`config.mk`:
```
export PLATFORM = sky130hd
export DESIGN_NAME = iocc_top
export DESIGN_NICKNAME = d
export VERILOG_FILES = /design/src/logic/iocc_pkg.sv /design/src/logic/iocc_devctl.sv /design/src/logic/iocc_top.sv
export SDC_FILE = /design/constraint.sdc
export NUM_CORES = 1
export LEC_CHECK = 0
export BUFFER_PORTS_ARGS = -buffer_cell sky130_fd_sc_hd__buf_4
export CORE_MARGIN = 2
export CORE_UTILIZATION = 55
export CTS_BUF_LIST = sky130_fd_sc_hd__clkbuf_4
export DETAILED_ROUTE_END_ITERATION = 10
export PLACE_DENSITY_LB_ADDON = 0.05
export REMOVE_ABC_BUFFERS = 1
export SLEW_MARGIN = 20
export SYNTH_ARGS = -nofsm -noshare
export SYNTH_HDL_FRONTEND = slang
export SYNTH_HIERARCHICAL = 1
export SYNTH_SLANG_ARGS = --single-unit
```
`constraint.sdc`:
```
create_clock -name mclk -period 5 [get_ports mclk]
set_clock_uncertainty 0.2 [all_clocks]
set_input_delay 1 -clock mclk [delete_from_list [all_inputs] [get_ports mclk]]
set_output_delay 1 -clock mclk [all_outputs]
set_load 0.01 [all_outputs]
```
`src/logic/iocc_pkg.sv`:
```
// package for the channel command interpreter: codes, fields, timing
package iocc_pkg;
  localparam int unsigned WORD_W         = 18;
  localparam int unsigned ID_W           = 6;
  localparam int unsigned CMD_W          = 6;
  localparam int unsigned PORT_W         = 4;
  // channel command codes (octal)
  localparam logic [CMD_W-1:0] CMD_IO_RESET    = 6'o70;
  localparam logic [CMD_W-1:0] CMD_DATA_AVAIL  = 6'o71;
  localparam logic [CMD_W-1:0] CMD_UNASSIGNED  = 6'o72;
  localparam logic [CMD_W-1:0] CMD_EN_DATA     = 6'o73;
  localparam logic [CMD_W-1:0] CMD_DIS_DATA    = 6'o74;
  localparam logic [CMD_W-1:0] CMD_EN_STAT     = 6'o75;
  localparam logic [CMD_W-1:0] CMD_DIS_STAT    = 6'o76;
  localparam logic [CMD_W-1:0] CMD_STAT_REQ    = 6'o77;
  // device commands
  localparam logic [2:0] DEV_NONE        = 3'h0;
  localparam logic [2:0] DEV_LOAD_FIRST  = 3'h1;
  localparam logic [2:0] DEV_LOAD_SECOND = 3'h2;
  localparam logic [2:0] DEV_READ_FIRST  = 3'h3;
  localparam logic [2:0] DEV_READ_SECOND = 3'h4;
  localparam logic [2:0] DEV_CLEAR       = 3'h5;
  localparam logic [2:0] DEV_LOAD_COUNT  = 3'h6;
  localparam logic [2:0] DEV_READ_COUNT  = 3'h7;
  // first control word fields
  localparam int unsigned CW1_TRANSLATE  = 2;
  localparam int unsigned CW1_PACK       = 3;
  localparam int unsigned CW1_REJECT     = 4;
  localparam int unsigned CW1_ERROR      = 5;
  localparam int unsigned CW1_READY      = 6;
  localparam int unsigned CW1_NOT_BUSY   = 7;
  localparam int unsigned CW1_AVAIL      = 8;
  localparam int unsigned CW1_CNT_ZERO   = 9;
  // second control word fields
  localparam int unsigned CW2_TASK_LO    = 0;
  localparam int unsigned CW2_DEC_COUNT  = 6;
  localparam int unsigned CW2_INC_PTR    = 7;
  localparam int unsigned CW2_DEC_PTR    = 8;
  // interrupt status bit positions
  localparam int unsigned IS_READY       = 0;
  localparam int unsigned IS_NOT_BUSY    = 1;
  localparam int unsigned IS_ERROR       = 2;
  localparam int unsigned IS_AVAIL       = 3;
  localparam int unsigned IS_CNT_ZERO    = 4;
  localparam int unsigned IS_REJECT      = 6;
  localparam logic [WORD_W-1:0] WORD_ZERO = 18'h0_0000;
  localparam logic [WORD_W-1:0] ONE_WORD  = 18'h0_0001;
  localparam logic [WORD_W-1:0] TWO_WORD  = 18'h0_0002;
  // propagation delay before status may be read
  localparam int unsigned CLK_HZ         = 20_000_000;
  localparam int unsigned PROP_NS        = 300;
  localparam int unsigned PROP_CYC       = (PROP_NS * (CLK_HZ / 1_000_000) + 999) / 1000;
  localparam logic [3:0]  PROP_CYC_4     = 4'(PROP_CYC);
endpackage : iocc_pkg

```
`src/logic/iocc_devctl.sv`:
```
// device controller: control words, counter, pointer, status register
`timescale 1ns/1ps
module iocc_devctl
  import iocc_pkg::*;
(
  // clock and reset
  input  wire logic              mclk,
  input  wire logic              rst_n,
  input  wire logic              clear_all,
  // device commands
  input  wire logic [2:0]        dev_cmd,
  input  wire logic [WORD_W-1:0] dev_wdata,
  output logic      [WORD_W-1:0] dev_rdata,
  // transfer and device conditions
  input  wire logic              xfer_done,
  input  wire logic              dev_ready,
  input  wire logic              dev_busy,
  input  wire logic              dev_avail,
  input  wire logic              dev_error,
  input  wire logic              dev_reject,
  input  wire logic              status_lock,
  input  wire logic              status_taken,
  // results
  output logic      [WORD_W-1:0] control_word_first,
  output logic      [WORD_W-1:0] control_word_second,
  output logic      [WORD_W-1:0] transfer_counter,
  output logic      [WORD_W-1:0] buffer_pointer,
  output logic      [WORD_W-1:0] int_status,
  output logic                   status_irq_req,
  output logic                   count_zero_stop
);
  logic [WORD_W-1:0] next_cw1, next_cw2, next_cnt, next_ptr, next_is;
  logic              ready_q, busy_q, avail_q;
  logic [WORD_W-1:0] events;
  logic [WORD_W-1:0] step;

  // enabled change events
  always_comb begin
    events = WORD_ZERO;
    step   = control_word_first[CW1_PACK] ? TWO_WORD : ONE_WORD;
    events[IS_READY]    = control_word_first[CW1_READY] & (dev_ready ^ ready_q);
    events[IS_NOT_BUSY] = control_word_first[CW1_NOT_BUSY] & busy_q & ~dev_busy;
    events[IS_AVAIL]    = control_word_first[CW1_AVAIL] & dev_avail & ~avail_q;
    events[IS_ERROR]    = control_word_first[CW1_ERROR] & dev_error;
    events[IS_REJECT]   = control_word_first[CW1_REJECT] & dev_reject;
    events[IS_CNT_ZERO] = control_word_first[CW1_CNT_ZERO] & xfer_done & control_word_second[CW2_DEC_COUNT]
                          & (transfer_counter != WORD_ZERO) & (transfer_counter <= step);
  end

  // next register values
  always_comb begin
    next_cw1 = control_word_first;
    next_cw2 = control_word_second;
    next_cnt = transfer_counter;
    next_ptr = buffer_pointer;
    next_is  = int_status;
    if (clear_all || dev_cmd == DEV_CLEAR) begin
      next_cw1 = WORD_ZERO;
      next_cw2 = WORD_ZERO;
      next_cnt = WORD_ZERO;
      next_ptr = WORD_ZERO;
      next_is  = WORD_ZERO;
    end else begin
      if (dev_cmd == DEV_LOAD_FIRST) next_cw1 = dev_wdata;
      if (dev_cmd == DEV_LOAD_SECOND) next_cw2 = dev_wdata;
      if (dev_cmd == DEV_LOAD_COUNT) begin
        next_cnt = dev_wdata;
        next_is[IS_CNT_ZERO] = 1'b0;
      end else if (xfer_done && control_word_second[CW2_DEC_COUNT]) begin
        next_cnt = (transfer_counter > step) ? transfer_counter - step : WORD_ZERO;
      end
      if (xfer_done && control_word_second[CW2_INC_PTR]) next_ptr = buffer_pointer + ONE_WORD;
      else if (xfer_done && control_word_second[CW2_DEC_PTR]) next_ptr = buffer_pointer - ONE_WORD;
      if (status_taken) next_is = WORD_ZERO;
      if (!status_lock) next_is = next_is | events; // set wins once unlocked
    end
  end

  // register state
  always_ff @(posedge mclk or negedge rst_n) begin
    if (!rst_n) begin
      control_word_first  <= WORD_ZERO;
      control_word_second <= WORD_ZERO;
      transfer_counter    <= WORD_ZERO;
      buffer_pointer      <= WORD_ZERO;
      int_status          <= WORD_ZERO;
      ready_q             <= 1'b0;
      busy_q              <= 1'b0;
      avail_q             <= 1'b0;
    end else begin
      control_word_first  <= next_cw1;
      control_word_second <= next_cw2;
      transfer_counter    <= next_cnt;
      buffer_pointer      <= next_ptr;
      int_status          <= next_is;
      ready_q             <= dev_ready;
      busy_q              <= dev_busy;
      avail_q             <= dev_avail;
    end
  end

  // direct request read mux and status outputs
  always_comb begin
    case (dev_cmd)
      DEV_READ_FIRST:  dev_rdata = control_word_first;
      DEV_READ_SECOND: dev_rdata = control_word_second;
      DEV_READ_COUNT:  dev_rdata = transfer_counter;
      default:         dev_rdata = WORD_ZERO;
    endcase
  end
  assign status_irq_req  = (int_status != WORD_ZERO);
  assign count_zero_stop = int_status[IS_CNT_ZERO];
endmodule : iocc_devctl

```
`src/logic/iocc_top.sv`:
```
// channel command interpreter with one device controller
`timescale 1ns/1ps
// Operation
// - code 70 zeroes all registers, flags and status indicators
// - code 71 only in data-out mode; leaves data-out mode at once
// - code 73 enables data interrupt requests to the CPU
// - code 74 and reset block data interrupts until 73
// - code 75 enables status interrupt acceptance; a pending one issues without it
// - code 76 and reset block new status interrupts until 75; only reset or the read strobe ending status mode drops a pending one
// - code 77 after status interrupt enters status mode, locked to device
// - status mode drives interrupt status and device id out
// - read strobe after delay gates status and ends status mode
// - counter decrements, pointer increments or decrements on transfers
// - control words loaded by device commands, readable outside status mode and the data-in and address states
// - first word bit 2 enables character translation
// - first word bit 3 selects packing; counter steps by two
// - first word bits 4,5 mask reject and error interrupts
// - first word bit 6 interrupts on ready change either way
// - first word bit 7 interrupts on busy to not busy
// - first word bit 8 interrupts on unit available
// - first word bit 9 interrupts on counter zero, ends transfer
// - second word bits 0..5 task id driven during data interrupts
// - no new status requests until current one handled
// - data-in needs two read strobes: address then data
// - status bits set before request clear after transfer
// - control words zeroed by reset, I/O reset, clear device
module iocc_top
  import iocc_pkg::*;
#(
  parameter logic [ID_W-1:0] DEVICE_ID = 6'h01 // arbitrary value
) (
  // clock and reset
  input  wire logic              mclk,
  input  wire logic              rst_n,
  // host command side
  input  wire logic              command_strobe,
  input  wire logic [CMD_W-1:0]  command_bus,
  input  wire logic [PORT_W-1:0] port_select_field,
  input  wire logic              port_read_strobe,
  input  wire logic              port_read_strobe_alt,
  // device command side
  input  wire logic [2:0]        dev_cmd,
  input  wire logic [WORD_W-1:0] dev_wdata,
  // device data and conditions
  input  wire logic              data_in_req,
  input  wire logic              data_out_req,
  input  wire logic [WORD_W-1:0] dev_data,
  input  wire logic [WORD_W-1:0] port_out_data,
  input  wire logic              dev_ready,
  input  wire logic              dev_busy,
  input  wire logic              dev_avail,
  input  wire logic              dev_error,
  input  wire logic              dev_reject,
  // host results
  output logic      [WORD_W-1:0] port_data,
  output logic      [ID_W-1:0]   requester_id_lines,
  output logic                   data_irq,
  output logic                   status_irq,
  output logic                   data_mode,
  output logic                   status_mode,
  output logic                   status_ready,
  // device results
  output logic      [WORD_W-1:0] dev_out_data,
  output logic                   dev_out_strobe,
  output logic                   translate_enable,
  output logic                   byte_packing_select,
  output logic                   xfer_stop
);
  typedef enum logic [2:0] {DM_IDLE, DM_IN_ADDR, DM_IN_DATA, DM_OUT_ADDR, DM_OUT_DATA} iocc_dmode_t;

  iocc_dmode_t       dstate, next_dstate;
  logic              data_en, next_data_en;
  logic              stat_en, next_stat_en;
  logic              stat_pend, next_stat_pend;
  logic              stat_mode, next_stat_mode;
  logic [3:0]        prop_cnt, next_prop_cnt;
  logic [WORD_W-1:0] next_port_data;
  logic [ID_W-1:0]   next_id;
  logic [WORD_W-1:0] next_dev_out;
  logic              next_dev_strobe;
  logic              rd, cmd_valid, io_reset, status_taken, xfer_done;
  logic [WORD_W-1:0] cw1, cw2, cnt, ptr, istat, dev_rdata;
  logic              stat_req_raw, cnt_zero;

  // decode helper for channel codes
  function automatic logic is_cmd(input logic [CMD_W-1:0] code);
    is_cmd = cmd_valid && (command_bus == code);
  endfunction : is_cmd

  assign rd           = port_read_strobe | port_read_strobe_alt;
  assign cmd_valid    = command_strobe;
  assign io_reset     = is_cmd(CMD_IO_RESET);
  assign status_taken = stat_mode && rd && (prop_cnt == 4'h0);
  assign xfer_done    = (dstate == DM_IN_DATA && rd && !stat_mode) || (dstate == DM_OUT_DATA && is_cmd(CMD_DATA_AVAIL));

  // device controller
  iocc_devctl i_iocc_devctl (
    .mclk                (mclk),
    .rst_n               (rst_n),
    .clear_all           (io_reset),
    .dev_cmd             (dev_cmd),
    .dev_wdata           (dev_wdata),
    .dev_rdata           (dev_rdata),
    .xfer_done           (xfer_done),
    .dev_ready           (dev_ready),
    .dev_busy            (dev_busy),
    .dev_avail           (dev_avail),
    .dev_error           (dev_error),
    .dev_reject          (dev_reject),
    .status_lock         (stat_mode),
    .status_taken        (status_taken),
    .control_word_first  (cw1),
    .control_word_second (cw2),
    .transfer_counter    (cnt),
    .buffer_pointer      (ptr),
    .int_status          (istat),
    .status_irq_req      (stat_req_raw),
    .count_zero_stop     (cnt_zero)
  );

  // enables and status sequence next state
  always_comb begin
    next_data_en   = data_en;
    next_stat_en   = stat_en;
    next_stat_pend = stat_pend;
    next_stat_mode = stat_mode;
    next_prop_cnt  = (prop_cnt != 4'h0) ? prop_cnt - 4'h1 : prop_cnt;
    if (io_reset) begin
      next_data_en   = 1'b0;
      next_stat_en   = 1'b0;
      next_stat_pend = 1'b0;
      next_stat_mode = 1'b0;
      next_prop_cnt  = 4'h0;
    end else begin
      if (is_cmd(CMD_EN_DATA)) next_data_en = 1'b1;
      if (is_cmd(CMD_DIS_DATA)) next_data_en = 1'b0;
      if (is_cmd(CMD_EN_STAT)) next_stat_en = 1'b1;
      if (is_cmd(CMD_DIS_STAT)) next_stat_en = 1'b0;
      // code 72 falls through with no effect
      if (!stat_pend && stat_en && stat_req_raw) next_stat_pend = 1'b1;
      if (stat_pend && !stat_mode && is_cmd(CMD_STAT_REQ)) begin
        next_stat_mode = 1'b1;
        next_prop_cnt  = PROP_CYC_4;
      end
      if (status_taken) begin
        next_stat_mode = 1'b0;
        next_stat_pend = 1'b0;
      end
    end
  end

  // data mode sequence next state
  always_comb begin
    next_dstate     = dstate;
    next_dev_out    = dev_out_data;
    next_dev_strobe = 1'b0;
    case (dstate)
      DM_IDLE: begin
        if (data_en && data_in_req && !cnt_zero) next_dstate = DM_IN_ADDR;
        else if (data_en && data_out_req && !cnt_zero) next_dstate = DM_OUT_ADDR;
      end
      DM_IN_ADDR: if (rd && !stat_mode) next_dstate = DM_IN_DATA;
      DM_IN_DATA: if (rd && !stat_mode) next_dstate = DM_IDLE;
      DM_OUT_ADDR: if (rd && !stat_mode) next_dstate = DM_OUT_DATA;
      DM_OUT_DATA: begin
        if (is_cmd(CMD_DATA_AVAIL)) begin
          next_dstate     = DM_IDLE;
          next_dev_out    = port_out_data;
          next_dev_strobe = 1'b1;
        end
      end
      default: next_dstate = DM_IDLE;
    endcase
    if (io_reset) begin
      next_dstate     = DM_IDLE;
      next_dev_out    = WORD_ZERO;
      next_dev_strobe = 1'b0;
    end
  end

  // port data and id lines next values
  always_comb begin
    next_port_data = port_data;
    next_id        = requester_id_lines;
    if (stat_mode) begin
      next_port_data = istat;
      next_id        = DEVICE_ID;
    end else if (dstate == DM_IN_ADDR || dstate == DM_OUT_ADDR) begin
      next_port_data = ptr;
      next_id        = cw2[CW2_TASK_LO +: ID_W];
    end else if (dstate == DM_IN_DATA) begin
      next_port_data = dev_data;
      next_id        = cw2[CW2_TASK_LO +: ID_W];
    end else if (dev_cmd != DEV_NONE) begin
      next_port_data = dev_rdata;
    end
    if (io_reset) begin
      next_port_data = WORD_ZERO;
      next_id        = '0;
    end
  end

  // state registers
  always_ff @(posedge mclk or negedge rst_n) begin
    if (!rst_n) begin
      dstate             <= DM_IDLE;
      data_en            <= 1'b0;
      stat_en            <= 1'b0;
      stat_pend          <= 1'b0;
      stat_mode          <= 1'b0;
      prop_cnt           <= 4'h0;
      port_data          <= WORD_ZERO;
      requester_id_lines <= '0;
      dev_out_data       <= WORD_ZERO;
      dev_out_strobe     <= 1'b0;
    end else begin
      dstate             <= next_dstate;
      data_en            <= next_data_en;
      stat_en            <= next_stat_en;
      stat_pend          <= next_stat_pend;
      stat_mode          <= next_stat_mode;
      prop_cnt           <= next_prop_cnt;
      port_data          <= next_port_data;
      requester_id_lines <= next_id;
      dev_out_data       <= next_dev_out;
      dev_out_strobe     <= next_dev_strobe;
    end
  end

  // host and device indications
  assign data_irq            = data_en && (dstate != DM_IDLE);
  assign status_irq          = stat_pend && !stat_mode;
  assign data_mode           = (dstate != DM_IDLE);
  assign status_mode         = stat_mode;
  assign status_ready        = stat_mode && (prop_cnt == 4'h0);
  assign translate_enable    = cw1[CW1_TRANSLATE];
  assign byte_packing_select = cw1[CW1_PACK];
  assign xfer_stop           = cnt_zero;
endmodule : iocc_top

```
==> impl_results.md <==
- Outcome: finished clean
- CP max-delay cell: o21ai_0
- CTS Hold Bufs: 0
- Post-CTS Resized: 0
- Synth Flop Type: dfrtp_1
- WL/cell: 18.1 um
- Non-Filler Instances: 1220
- Static leakage power: roughly 0.0045 uW
- Post-synthesis sequential area ratio: 41.7%
- CP endpoint kind: register
- Reg2reg start: dstate[2]$_DFFE_PN0P_
- Port Buffers: 125
- RSZ-0062 raised after global routing: no
- Yosys cell types: 80
- Synth Cell Area: 0.00811 mm^2
- Average cell area after synthesis: ~8.8 um^2
- Total clock sinks: around 140
- DR WL met3: between 1000 and 1500 um
- Cts bufs inserted: 17
- CP Max Fanout: 14
- Core outline area: ~0.014 mm^2
- WS Path Type: register to register
- Hold_ws: 0.242 ns
- Setup violators final: 0
- Layout cells sized above 1: 20.3%
- Initial Utilization: a little under three fifths
- Post-Syn Instances: just over 900
- Worst hold path class: input pin to asynchronous set/reset pin
- H-tree levels: 4
- Yosys warnings: 6
- Vias in the first global route: around 7000
- Met2 WL: 10300 um
- Largest net degree at the start of global routing: 76
- Dpl cell area: 0.00912 mm^2
- VDD IR max: 288 uV
- Max Used Layer: met4
- Clock buffer depth: 2
- WP depth: 11
- Peak Freq: ~230 MHz
- CP top delay family: compound AO/OA/AOI/OAI gates
- Slew Limit Fails: 0
- CP peak stage delay: 0.64 ns
- # Max-Cap Violations: 0
- Syn-to-layout area delta: 17.5%
- Asr flop ratio synth: between 90% and 100%
- Global-route wire length before repair: 36700 um
- CP Launch Type: register
- Arr. time, crit path: between 4 and 5 ns
- #FFs+latches synth: between 100 and 150
- PwrDens: 535 mW/mm^2
- # IOs: 130
- Launch point of the worst path: dstate[2]$_DFFE_PN0P_
- Total negative slack: 0 ns
- TritonCTS clock tree: done
- Clock Latency Late Sink: 0.54 ns
- Drt first-iter violations: 616
- Via count: approximately 7400
- Critical Path RT: approximately 5.2 ns
- Final Hold Vio Count: 0
- # DRC: 0
- Post-synth EDFFs: 0
- Die H: approximately 130 um
- Die area: 0.0157 mm^2
- Clock transition at the registers of the reported paths: 0.13 ns
- GPL Wtd Cong: 0.895
- Actual slew at the worst max-slew pin: roughly 0.98 ns
- Worst setup path end: i_iocc_devctl/buffer_pointer[15]$_DFFE_PN0P_
- Slew headroom: 34.4%
- Post-DP HPWL: 15300 um
- Buf/Inv on CP: 1
- CP dominant cell by count: nand2_1
- Post-Layout Inst Area: about 0.0095 mm^2
- Pre-antenna DRT Iters: 7
- Post-CTS setup buffer count: 0
- Gr usage total: 28.7%
- Worst Reg-to-Reg Cells: 11
- Setup slack, reg-to-reg: 0.62 ns
- Initial antenna violation count: 1
- M1 WL: 10200 um
- Minimum clock period: about 4.4 ns
- Number of antenna-violating nets in the routed design: 0
- Cells along the critical path: or3b_2, o21ai_0, nand2_1, buf_4, ha_1, a21oi_1, a21boi_0, o31a_1, a211oi_1, mux2i_1, nand2_1
- Crit share post-route: 87.7%
- CTS root buf: clkbuf_4
- Via density per instance: 6.05
- Row cnt: 44
- FF-to-FF End: i_iocc_devctl/buffer_pointer[15]$_DFFE_PN0P_
- Placed cell count: 1186
- Post-layout nets: approximately 1100
- Die Span X: approximately 130 um
- GRT Residual Overflow: 0
- Final wirelength: 22100 um
## worst min-delay path by stage
stage                                                          from                                         endpoint  slack (ns)  cells past startpoint
floorplan           i_iocc_devctl/control_word_first[0]$_DFFE_PN0P_  i_iocc_devctl/control_word_first[0]$_DFFE_PN0P_        0.25                      2
global placement    i_iocc_devctl/control_word_first[0]$_DFFE_PN0P_  i_iocc_devctl/control_word_first[0]$_DFFE_PN0P_        0.26                      2
detailed placement  i_iocc_devctl/control_word_first[0]$_DFFE_PN0P_  i_iocc_devctl/control_word_first[0]$_DFFE_PN0P_        0.27                      2
CTS                                                           rst_n                      dev_out_data[8]$_DFFE_PN0P_        0.25                      1
global route                                                  rst_n                      dev_out_data[8]$_DFFE_PN0P_        0.26                      1
finish                                                        rst_n                      dev_out_data[8]$_DFFE_PN0P_        0.24                      1
## final cells by class
| class | instances | area [um^2] |
|---|---|---|
| fillers | 1278 | 4950 |
| diodes | 2 | 5.00 |
| inverters | 16 | 60.1 |
| flip-flops and latches | 135 | 3380 |
| clock inverters | 15 | 273 |
| clock buffers | 17 | 128 |
| multi-input cells | 708 | 4380 |
| repair buffers | 143 | 1080 |
| well taps | 184 | 230 |
## routing by layer
| layer | global-route usage [%] | vias up |
|---|---|---|
| met5 | 0 | - |
| met4 | 8.50 | 0 |
| met3 | 4.96 | 32 |
| met2 | 45.3 | 231 |
| met1 | 41.0 | 3595 |
| li1 | - | 3517 |
## sequential cells by signal (all words and copies together) (netlist names)
register	cells
dev_out_strobe	1
stat_pend	1
i_iocc_devctl/transfer_counter	18
status_mode	1
i_iocc_devctl/buffer_pointer	18
prop_cnt	4
stat_en	1
i_iocc_devctl/avail_q	1
i_iocc_devctl/busy_q	1
port_data	18
i_iocc_devctl/control_word_first	18
requester_id_lines	6
i_iocc_devctl/ready_q	1
data_en	1
i_iocc_devctl/control_word_second	18
dev_out_data	18
dstate	3
i_iocc_devctl/int_status	6
## kinds of logic (layout without fill, tap and decap cells)
logic type	after synthesis	count (layout)	synth area share, %
and+or+nand+nor	350	350	21.0
AOI/OAI and AO/OA	245	245	18.8
DFF	135	135	41.7
buffers and inverters	85	191	5.14
muxes	65	65	8.30
adders and majority gates	22	22	3.58
xor gates and xnor gates	14	14	1.51
other	1	14	0.0463
## layout by cell type, fill, tap and decap left out, drive strengths merged, types with 4 or more instances in the layout
cell     instances
a21o             6
nor3            32
nor2b            7
xor2             5
nand2b           5
mux2i           47
nand2          162
o31a             4
nand4b           4
ha              20
dfrtp          135
clkbuf          17
o21a             5
o22ai           18
a32oi            5
mux2            18
o21ai           73
buf            143
nor4             5
a21oi           64
and2             5
nand3           42
inv             17
a31oi            8
a211oi          24
conb            12
xnor2            9
nor2            47
nand4            5
clkinv           5
and3             8
bufinv           7
o2bb2ai          4
and4             6
## through the flow
| step | utilization (%) | total power [uW] | setup WS [ns] |
|---|---|---|---|
| after global placement | 63.0 | 4060 | 0.453 |
| after CTS | 65.8 | 5090 | 0.693 |
| after detailed placement | 63.0 | 4100 | 0.364 |
| final | 65.8 | 5090 | 0.616 |
| after global routing | 65.8 | 5450 | 0.344 |
| after floorplan | - | 3340 | -0.0651 |
## Yosys cell counts (4+ instances only)
master     count  share of area (%)
xnor2_1        9               0.97
inv_1         15               0.69
o21ai_0       65                4.0
buf_1          5               0.23
nor3_1        30                1.9
nand2_1      161                7.5
nor2b_1        7               0.54
ha_1          20                3.1
dfrtp_1      135                 42
a32oi_1        5               0.54
o2bb2ai_1      4               0.43
buf_2          9               0.56
a31oi_1        8               0.62
nand2b_1       5               0.39
a21o_1         6               0.56
o21ai_1        8               0.49
a21oi_1       64                4.0
o22ai_1       18                1.4
o21a_1         5               0.46
o31a_1         4               0.43
buf_4         14                1.3
and4_1         6               0.65
mux2_2        18                2.5
xor2_1         5               0.54
nand4b_1       4               0.43
and3_1         7               0.54
clkbuf_1      37                1.7
nand4_1        5               0.39
nor2_1        47                2.2
and2_1         5               0.39
a211oi_1      24                2.2
mux2i_1       47                5.8
nand3_1       42                2.6
## report_power, final
group | switching (uW) | internal, uW | leakage, uW
registers | 263 | 1380 | 0.00172
clock network | 426 | 551 | 0.000200
logic | 1320 | 1160 | 0.00258
total | 2010 | 3090 | 0.00450
Note: power is estimated with default switching activity, not from simulation.
